## src/rtl/bpr_pkg.sv

```systemverilog
/*
  Shared constants for the bank precharge and refresh logic: command
  encodings, address fields, bank states and timing counts.
  Assumes a 100 MHz clock; the timing counts given in ns are derived from it.
*/
package bpr_pkg;

  // ----------------------------------------------------------------
  // Geometry and address fields
  // ----------------------------------------------------------------
  localparam int NUM_BANKS = 4;
  localparam int ADDR_W = 13;
  localparam int ADDR_BIT_TEN_SELECT = 10;
  localparam int BURST_LEN = 4;

  // ----------------------------------------------------------------
  // Commands as {cs_n, ras_n, cas_n, we_n}
  // ----------------------------------------------------------------
  localparam logic [3:0] CMD_INHIBIT = 4'h8;
  localparam logic [3:0] CMD_NOP = 4'h7;
  localparam logic [3:0] CMD_ACTIVE = 4'h3;
  localparam logic [3:0] CMD_READ = 4'h5;
  localparam logic [3:0] CMD_WRITE = 4'h4;
  localparam logic [3:0] CMD_PRECHARGE = 4'h2;
  localparam logic [3:0] CMD_AUTO_REFRESH = 4'h1;

  // ----------------------------------------------------------------
  // Timing in ns and derived cycle counts (least times round up)
  // ----------------------------------------------------------------
  localparam int CLK_PERIOD_NS = 10;
  localparam int PRECHARGE_PERIOD_TIME_NS = 15;
  localparam int ROW_ACTIVE_MIN_TIME_NS = 40;
  localparam int ACTIVATE_TO_COLUMN_DELAY_NS = 15;
  localparam int WRITE_RECOVERY_TIME_NS = 15;
  localparam int REFRESH_CYCLE_TIME_NS = 72;
  localparam int DQSS_CYC = 1;
  localparam int CNT_W = 8;

  localparam logic [CNT_W-1:0] RP_CYC =
    CNT_W'((PRECHARGE_PERIOD_TIME_NS + CLK_PERIOD_NS - 1) / CLK_PERIOD_NS);
  localparam logic [CNT_W-1:0] RAS_CYC =
    CNT_W'((ROW_ACTIVE_MIN_TIME_NS + CLK_PERIOD_NS - 1) / CLK_PERIOD_NS);
  localparam logic [CNT_W-1:0] RCD_CYC =
    CNT_W'((ACTIVATE_TO_COLUMN_DELAY_NS + CLK_PERIOD_NS - 1) / CLK_PERIOD_NS);
  localparam logic [CNT_W-1:0] WR_CYC =
    CNT_W'((WRITE_RECOVERY_TIME_NS + CLK_PERIOD_NS - 1) / CLK_PERIOD_NS);
  localparam logic [CNT_W-1:0] RFC_CYC =
    CNT_W'((REFRESH_CYCLE_TIME_NS + CLK_PERIOD_NS - 1) / CLK_PERIOD_NS);
  // Command to internal precharge start for auto precharge
  localparam logic [CNT_W-1:0] RD_AP_CYC = CNT_W'(BURST_LEN / 2);
  localparam logic [CNT_W-1:0] WR_AP_CYC =
    CNT_W'(DQSS_CYC + BURST_LEN / 2) + WR_CYC;
  // Spacing between column commands to keep the data bus clean
  localparam logic [CNT_W-1:0] COL_GAP_CYC = CNT_W'(BURST_LEN / 2 + 2);

  // ----------------------------------------------------------------
  // Types
  // ----------------------------------------------------------------
  typedef enum logic [1:0] {
    BPR_BK_IDLE = 2'b00,
    BPR_BK_OPEN = 2'b01,
    BPR_BK_AP_ACCESS = 2'b10,
    BPR_BK_PRECHARGING = 2'b11
  } bpr_bank_t;

  typedef enum logic [2:0] {
    BPR_OP_ACTIVE = 3'b000,
    BPR_OP_READ = 3'b001,
    BPR_OP_WRITE = 3'b010,
    BPR_OP_PRE_ONE = 3'b011,
    BPR_OP_PRE_ALL = 3'b100,
    BPR_OP_REFRESH = 3'b101
  } bpr_op_t;

endpackage

```

## src/rtl/bpr_cmd_if.sv

```systemverilog
/*
  Command and address bus between the memory controller and the device.
  Assumes both ends share one clock; commands are sampled on its rising edge.
*/
`timescale 1ns/10ps
interface bpr_cmd_if;
  logic cs_n;
  logic ras_n;
  logic cas_n;
  logic we_n;
  logic cke;
  logic bank_select_lsb;
  logic bank_select_msb;
  logic [bpr_pkg::ADDR_W-1:0] addr;

  modport ctl (
    output cs_n, ras_n, cas_n, we_n, cke, bank_select_lsb, bank_select_msb, addr
  );
  modport dev (
    input cs_n, ras_n, cas_n, we_n, cke, bank_select_lsb, bank_select_msb, addr
  );
endinterface

```

## src/rtl/bpr_ctl.sv

```systemverilog
/*
  Controller end: takes one request at a time from the user, holds it off
  until every bank and refresh timing allows it (write recovery only before auto precharge), and drives the command bus.
  Assumes the user keeps a request stable until it is taken.
*/
`timescale 1ns/10ps
module bpr_ctl (
  input wire logic clock, // 100 MHz clock
  input wire logic resetn, // Asynchronous reset, active low
  bpr_cmd_if.ctl bus, // Command and address bus
  input wire logic req_valid, // Request present
  input wire bpr_pkg::bpr_op_t req_op, // Requested operation
  input wire logic [1:0] req_bank, // Target bank
  input wire logic [bpr_pkg::ADDR_W-1:0] req_addr, // Row or column address
  input wire logic req_ap, // Auto precharge on read or write
  output logic req_ready, // Request taken this cycle when valid
  output logic all_idle // No bank open or recovering
);

  // ----------------------------------------------------------------
  // Bank bookkeeping
  // ----------------------------------------------------------------
  logic [bpr_pkg::NUM_BANKS-1:0] open_q;
  logic [bpr_pkg::CNT_W-1:0] rcd_q [bpr_pkg::NUM_BANKS];
  logic [bpr_pkg::CNT_W-1:0] ras_q [bpr_pkg::NUM_BANKS];
  logic [bpr_pkg::CNT_W-1:0] busy_q [bpr_pkg::NUM_BANKS];
  logic [bpr_pkg::CNT_W-1:0] acc_q;
  logic [bpr_pkg::CNT_W-1:0] col_q;
  logic [bpr_pkg::CNT_W-1:0] rfc_q;
  logic fire;
  logic is_col;
  logic [bpr_pkg::CNT_W-1:0] ap_dly;
  logic all_ready;

  assign fire = req_valid && req_ready;
  assign is_col = (req_op == bpr_pkg::BPR_OP_READ) || (req_op == bpr_pkg::BPR_OP_WRITE);
  assign ap_dly = (req_op == bpr_pkg::BPR_OP_READ) ? bpr_pkg::RD_AP_CYC : bpr_pkg::WR_AP_CYC;

  always_comb begin
    all_ready = 1'b1;
    for (int i = 0; i < bpr_pkg::NUM_BANKS; i++) begin
      if (busy_q[i] != '0 || (open_q[i] && ras_q[i] != '0)) begin
        all_ready = 1'b0;
      end
    end
  end

  assign all_idle = all_ready && (open_q == '0);

  // ----------------------------------------------------------------
  // Request gating
  // ----------------------------------------------------------------
  always_comb begin
    req_ready = 1'b0;
    if (rfc_q == '0) begin
      case (req_op)
        bpr_pkg::BPR_OP_ACTIVE: req_ready = !open_q[req_bank] && busy_q[req_bank] == '0;
        bpr_pkg::BPR_OP_READ,
        bpr_pkg::BPR_OP_WRITE: begin
          // Other banks' access periods block column commands
          req_ready = open_q[req_bank] && busy_q[req_bank] == '0 &&
                      rcd_q[req_bank] == '0 && acc_q == '0 && col_q == '0;
        end
        bpr_pkg::BPR_OP_PRE_ONE: req_ready = busy_q[req_bank] == '0 && ras_q[req_bank] == '0;
        bpr_pkg::BPR_OP_PRE_ALL: req_ready = all_ready;
        bpr_pkg::BPR_OP_REFRESH: req_ready = all_idle;
        default: req_ready = 1'b0;
      endcase
    end
  end

  // ----------------------------------------------------------------
  // Timers
  // ----------------------------------------------------------------
  always_ff @(posedge clock or negedge resetn) begin
    if (!resetn) begin
      open_q <= '0;
      for (int i = 0; i < bpr_pkg::NUM_BANKS; i++) begin
        rcd_q[i] <= '0;
        ras_q[i] <= '0;
        busy_q[i] <= '0;
      end
    end else begin
      for (int i = 0; i < bpr_pkg::NUM_BANKS; i++) begin
        if (rcd_q[i] != '0) rcd_q[i] <= rcd_q[i] - 1'b1;
        if (ras_q[i] != '0) ras_q[i] <= ras_q[i] - 1'b1;
        if (busy_q[i] != '0) busy_q[i] <= busy_q[i] - 1'b1;
        if (fire && (req_bank == 2'(i) || req_op == bpr_pkg::BPR_OP_PRE_ALL)) begin
          if (req_op == bpr_pkg::BPR_OP_ACTIVE) begin
            open_q[i] <= 1'b1;
            rcd_q[i] <= bpr_pkg::RCD_CYC;
            ras_q[i] <= bpr_pkg::RAS_CYC;
          end else if ((req_op == bpr_pkg::BPR_OP_PRE_ONE ||
                        req_op == bpr_pkg::BPR_OP_PRE_ALL) && open_q[i]) begin
            open_q[i] <= 1'b0;
            busy_q[i] <= bpr_pkg::RP_CYC;
          end else if (is_col && req_ap) begin
            // Bank closes itself; wait for access, lock-out and precharge
            open_q[i] <= 1'b0;
            busy_q[i] <= ((ap_dly > ras_q[i]) ? ap_dly : ras_q[i]) + bpr_pkg::RP_CYC;
          end
        end
      end
    end
  end

  always_ff @(posedge clock or negedge resetn) begin
    if (!resetn) begin
      acc_q <= '0;
      col_q <= '0;
      rfc_q <= '0;
    end else begin
      acc_q <= (fire && is_col && req_ap) ? ap_dly : (acc_q != '0 ? acc_q - 1'b1 : acc_q);
      col_q <= (fire && is_col) ? bpr_pkg::COL_GAP_CYC : (col_q != '0 ? col_q - 1'b1 : col_q);
      if (fire && req_op == bpr_pkg::BPR_OP_REFRESH) begin
        rfc_q <= bpr_pkg::RFC_CYC;
      end else if (rfc_q != '0) begin
        rfc_q <= rfc_q - 1'b1;
      end
    end
  end

  // ----------------------------------------------------------------
  // Command bus drive
  // ----------------------------------------------------------------
  logic [3:0] cmd_q;
  logic [1:0] ba_q;
  logic [bpr_pkg::ADDR_W-1:0] addr_q;

  always_ff @(posedge clock or negedge resetn) begin
    if (!resetn) begin
      cmd_q <= bpr_pkg::CMD_NOP;
      ba_q <= '0;
      addr_q <= '0;
    end else if (fire) begin
      ba_q <= req_bank;
      addr_q <= req_addr;
      case (req_op)
        bpr_pkg::BPR_OP_ACTIVE: cmd_q <= bpr_pkg::CMD_ACTIVE;
        bpr_pkg::BPR_OP_READ: begin
          cmd_q <= bpr_pkg::CMD_READ;
          addr_q[bpr_pkg::ADDR_BIT_TEN_SELECT] <= req_ap;
        end
        bpr_pkg::BPR_OP_WRITE: begin
          cmd_q <= bpr_pkg::CMD_WRITE;
          addr_q[bpr_pkg::ADDR_BIT_TEN_SELECT] <= req_ap;
        end
        bpr_pkg::BPR_OP_PRE_ONE: begin
          cmd_q <= bpr_pkg::CMD_PRECHARGE;
          addr_q[bpr_pkg::ADDR_BIT_TEN_SELECT] <= 1'b0;
        end
        bpr_pkg::BPR_OP_PRE_ALL: begin
          cmd_q <= bpr_pkg::CMD_PRECHARGE;
          addr_q[bpr_pkg::ADDR_BIT_TEN_SELECT] <= 1'b1;
        end
        bpr_pkg::BPR_OP_REFRESH: cmd_q <= bpr_pkg::CMD_AUTO_REFRESH;
        default: cmd_q <= bpr_pkg::CMD_NOP;
      endcase
    end else begin
      cmd_q <= bpr_pkg::CMD_NOP; // Clock keeps running between commands
    end
  end

  assign bus.cs_n = cmd_q[3];
  assign bus.ras_n = cmd_q[2];
  assign bus.cas_n = cmd_q[1];
  assign bus.we_n = cmd_q[0];
  assign bus.cke = 1'b1;
  assign bus.bank_select_lsb = ba_q[0];
  assign bus.bank_select_msb = ba_q[1];
  assign bus.addr = addr_q;

endmodule

```

## src/flat_wrapper.sv

```systemverilog
// flat-port wrapper written by rule: the top's interface ports become plain ports
module bpr_ctl_flat 
  (clock, resetn, req_valid, req_op, req_bank, req_addr, req_ap, req_ready, all_idle, bus_cs_n, bus_ras_n, bus_cas_n, bus_we_n, bus_cke, bus_bank_select_lsb, bus_bank_select_msb, bus_addr);
  bpr_cmd_if bus_i ();
  input wire logic clock;
  input wire logic resetn;
  input wire logic req_valid;
  input wire bpr_pkg::bpr_op_t req_op;
  input wire logic [1:0] req_bank;
  input wire logic [bpr_pkg::ADDR_W-1:0] req_addr;
  input wire logic req_ap;
  output logic req_ready;
  output logic all_idle;
  output wire logic [$bits(bus_i.cs_n)-1:0] bus_cs_n;
  output wire logic [$bits(bus_i.ras_n)-1:0] bus_ras_n;
  output wire logic [$bits(bus_i.cas_n)-1:0] bus_cas_n;
  output wire logic [$bits(bus_i.we_n)-1:0] bus_we_n;
  output wire logic [$bits(bus_i.cke)-1:0] bus_cke;
  output wire logic [$bits(bus_i.bank_select_lsb)-1:0] bus_bank_select_lsb;
  output wire logic [$bits(bus_i.bank_select_msb)-1:0] bus_bank_select_msb;
  output wire logic [$bits(bus_i.addr)-1:0] bus_addr;
  assign bus_cs_n = bus_i.cs_n;
  assign bus_ras_n = bus_i.ras_n;
  assign bus_cas_n = bus_i.cas_n;
  assign bus_we_n = bus_i.we_n;
  assign bus_cke = bus_i.cke;
  assign bus_bank_select_lsb = bus_i.bank_select_lsb;
  assign bus_bank_select_msb = bus_i.bank_select_msb;
  assign bus_addr = bus_i.addr;
  bpr_ctl u_core (.clock(clock), .resetn(resetn), .bus(bus_i), .req_valid(req_valid), .req_op(req_op), .req_bank(req_bank), .req_addr(req_addr), .req_ap(req_ap), .req_ready(req_ready), .all_idle(all_idle));
endmodule
```

## config.mk

```make
export PLATFORM = sky130hd
export DESIGN_NAME = bpr_ctl_flat
export DESIGN_NICKNAME = d
export VERILOG_FILES = /design/src/rtl/bpr_pkg.sv /design/src/rtl/bpr_cmd_if.sv /design/src/rtl/bpr_ctl.sv /design/src/flat_wrapper.sv
export SDC_FILE = /design/constraint.sdc
export NUM_CORES = 1
export LEC_CHECK = 0
export BUFFER_PORTS_ARGS = -buffer_cell sky130_fd_sc_hd__buf_2
export CAP_MARGIN = 10
export CELL_PAD_IN_SITES_DETAIL_PLACEMENT = 0
export CELL_PAD_IN_SITES_GLOBAL_PLACEMENT = 1
export CORE_UTILIZATION = 40
export CTS_BUF_LIST = sky130_fd_sc_hd__clkbuf_8
export CTS_CLUSTER_DIAMETER = 200
export DETAILED_ROUTE_END_ITERATION = 10
export HOLD_SLACK_MARGIN = 0.12
export PLACE_DENSITY_LB_ADDON = 0.1
export SYNTH_ARGS = -nofsm -noshare
export SYNTH_HDL_FRONTEND = slang
export SYNTH_SLANG_ARGS = --single-unit
```

## constraint.sdc

```tcl
create_clock -name clock -period 4.3 [get_ports clock]
set_input_delay 0.86 -clock clock [delete_from_list [all_inputs] [get_ports clock]]
set_output_delay 0.86 -clock clock [all_outputs]
set_load 0.005 [all_outputs]
```

==> results.md <==
* Status: complete, no violations
* Final WS setup at 0.242 ns
* Post-detailed-route count of antenna-violating nets at 0
* WP depth at 10
* Fin util at 46.2%
* Setup Fix Bufs, Post-CTS at 0
* CP top delay family: compound AO/OA/AOI/OAI gates
* Fmax at 246 MHz
* DR WL/cell at 15.7 µm
* Final setup vio count at 0
* Via count at between 6000 and 7000
* Slew Limit Fails at 0
* Max Used Layer: met4
* Initial antenna violation count at 0
* Metal2 WL at 9140 µm
* Worst EP arrival at 3.20 ns
* Die Area at 21700 µm²
* Required time worst endpoint at about 3.4 ns
* Hold Fails Final Rpt at 0
* Horiz. Die Dim at 147 µm
* # DRC at 0
* Initial Util at 41.3%
* Antenna fix cells at 0
* Post-synthesis net count at 1004
* Grt ovf at 0
* First-pass GRT wire length at 34200 µm
* Synth async-reset ratio at 100%
* Fin crit period at 4.06 ns
* Maximum vdd drop at 0.201 mV
* Sequential-to-total area share from yosys stat at 42.2%
* GP Congestion at ~0.83
* Detailed Place HPWL at between 10000 and 15000 µm
* Crit path from: u_core.ras_q[1]$_DFF_PN0_
* Max cap viols at 0
* Most used DFF post-synth: dfrtp_1
* Pre-Repair DR Iteration Count at 5
* Yosys cell types at 71
* M1 wire length at 10100 µm
* CP Cell Sequence: inv_1 -> ha_1 -> nor3b_2 -> nand2_2 -> a22o_1 -> a221o_1 -> a2111o_1 -> and2_1 -> nor2_1 -> buf_2
* Post-cts resize count at 0
* EDFF count, synth at 0
* Comb pwr share at between 30% and 40%
* Total power at 5.12 mW
* CTS root buffer: clkbuf_8
* GR Util All Layers at 19.8%
* Syn Area/Cell at 8.83 µm²
* Largest net degree at the start of global routing at 78
* Top cell type's share of synthesized area at 41.3%
* CTS clock-pin slew for the worst setup and hold paths at 0.08 ns
* Clock Power Share at 23.1%
* Syn. warnings at 0
* Crit-path max cell delay at 0.47 ns
* Htree depth at 4
* PwrDens at around 540 nW/µm²
* Clk Latency, worst-skew pair at 0.46 ns
* Crit path to: req_ready
* Final setup TNS at 0 ns
* Fraction of layout cells with a size suffix above 1 at 13.0%
* Clock Path Buffers at 2
* Reg-to-Reg End: u_core.open_q[2]$_DFFE_PN0P_
* Worst r2r path cells at 11
* RSZ-0062 raised after global routing: no
* Worst slew pin tran at 0.767 ns
* Fin Hold WS at 0.430 ns
* Vias in the first global route at 6652
* Slew HR at 48.5%
* Clk_skew at ~0.015 ns
* Die Ht at 147 µm
* P_leak at 4.11 nW
* Largest area contributor in the netlist: dfrtp_1
* Synth Register Bits at 142
* Critical path fanouts, max at 7
* CP Class: register to output port
* Register-to-register setup slack at 0.61 ns
* Fill cell count at 2068
* Critical path endpoint category: output port
* Clk sinks at about 140
* # port buffers at 41
* Slowest cell on the critical path: a2111o_1
* Worst r2r src: u_core.ras_q[1]$_DFF_PN0_
* Area contributors post-synth: dfrtp_1 (41%), nand2_1 (6.0%), xnor2_1 (5.2%), nor2_1 (4.6%), ha_1 (4.2%)
* Total CTS buffers at 17
* Net switching power at 1.90 mW
* Final worst-path cycle share at a little over nine tenths
* Sw Ratio at 37.1%
* Core box area at just over 20000 µm²
* Starting DRT DRC Count at about 370
* Met3 Wirelength at about 570 µm
* WP buf/inv at 2
* Io pins at 44
* Post-place setup slack at ~0.48 ns
* Area grow syn2layout at 12.0%
* Cells after Synth at around 950
* Post-DR vias/cell at 5.27
* Mapped Area at 8430 µm²
* P_int at 3.22 mW
* Flop pwr share at 45.9%
* Startpoint types: register
* CTS tree: yes
* Worst hold path type: input pin to asynchronous set/reset pin
* FP Rows at 52
* Fin nets at approximately 1100
* Drt total wl at 20200 µm
* Cts hold-fix bufs at 0
## registers in the layout, summed over array words and instances (netlist names)
name	cells
u_core.rcd_q	32
u_core.cmd_q	3
u_core.ras_q	32
u_core.rfc_q	8
u_core.open_q	4
u_core.ba_q	2
u_core.busy_q	32
u_core.col_q	8
u_core.acc_q	8
u_core.bus.addr	13
## placed cells by master (no fill, tap or decap), types with 25 or more instances in the layout
| cell type | n |
|---|---|
| a21oi_1 | 40 |
| ha_1 | 28 |
| nand3_1 | 25 |
| buf_4 | 25 |
| buf_2 | 40 |
| inv_1 | 53 |
| nor2_1 | 103 |
| xor2_1 | 29 |
| nor3_1 | 37 |
| nand2_1 | 135 |
| xnor2_1 | 50 |
| dfrtp_1 | 139 |
| o21ai_0 | 56 |
## cells by family after synthesis
logic type / share of synthesized area (%)
muxes: 2.27
AOI/OAI and AO/OA: 13.1
and+or+nand+nor: 25.7
other: 0.0891
DFF: 42.2
adders and majority gates: 4.28
xor gates and xnor gates: 8.21
buffers and inverters: 4.17
## worst register-to-register path: cells and delay by family (launching register included)
family          cells  cell delay [ns]
compound gates      6             2.04
fa+ha+maj           1             0.19
buf+inv             2             0.42
flops               1             0.45
simple gates        2             0.45
## metrics by stage
step                      instances  cell area [µm²]
after CTS                      1289             9440
after detailed placement       1257             9000
after global routing           1289             9440
final                          1289             9440
after floorplan                 954             8430
after global placement         1257             9000
## cells in the mapped netlist, types with 6 or more instances
cell type,number
dfrtp_1,139
nand2_1,135
nor2_1,103
o21ai_0,56
inv_1,51
xnor2_1,50
a21oi_1,40
nor3_1,37
xor2_1,29
ha_1,28
nand3_1,25
nand2b_1,21
nor4_1,18
clkbuf_1,17
or4_1,12
buf_2,11
nor3b_1,11
a211oi_1,10
or3_1,10
mux2i_1,9
nor2b_1,9
o31ai_1,9
a31oi_1,7
and3_1,7
mux2_2,7
a21o_1,6
and2_1,6
o22ai_1,6
## how the worst min path moves through the flow
stage	startpoint	end	slack, ns	cells past startpoint
final	resetn	u_core.bus.addr[6]$_DFFE_PN0N_	0.43	1
after global routing	resetn	u_core.bus.addr[4]$_DFFE_PN0N_	0.47	1
after global placement	u_core.bus.addr[0]$_DFFE_PN0N_	u_core.bus.addr[0]$_DFFE_PN0N_	0.45	2
after floorplan	u_core.rfc_q[4]$_DFFE_PN0P_	u_core.rfc_q[4]$_DFFE_PN0P_	0.46	1
after CTS	resetn	u_core.bus.addr[4]$_DFFE_PN0N_	0.45	1
after detailed placement	u_core.bus.addr[5]$_DFFE_PN0N_	u_core.bus.addr[5]$_DFFE_PN0N_	0.45	2
## area by class of cell
type	count	area (µm²)	area share (%)
Clock buffer	17	234	2.48
Clock inverter	15	196	2.08
Inverter	51	191	2.03
Multi-Input combinational cell	728	4530	47.9
Sequential cell	142	3560	37.7
Tap cell	270	338	3.58
Timing Repair Buffer	66	399	4.23
## routing by layer
| metal | track usage [%] | up-vias |
|---|---|---|
| met1 | 27.5 | 3251 |
| li1 | - | 3418 |
| met5 | 0 | - |
| met3 | 3.35 | 28 |
| met4 | 6.75 | 0 |
| met2 | 31.3 | 100 |
## power groups by stage
stage | combinational, mW | clock, mW | sequential (mW)
after floorplan | 1.38 | 0 | 2.17
after global placement | 1.59 | 0 | 2.37
after detailed placement | 1.60 | 0 | 2.37
after CTS | 1.61 | 1.24 | 2.34
after global routing | 1.84 | 1.27 | 2.44
final | 1.59 | 1.18 | 2.35
Note: power is estimated with default switching activity, not from simulation.
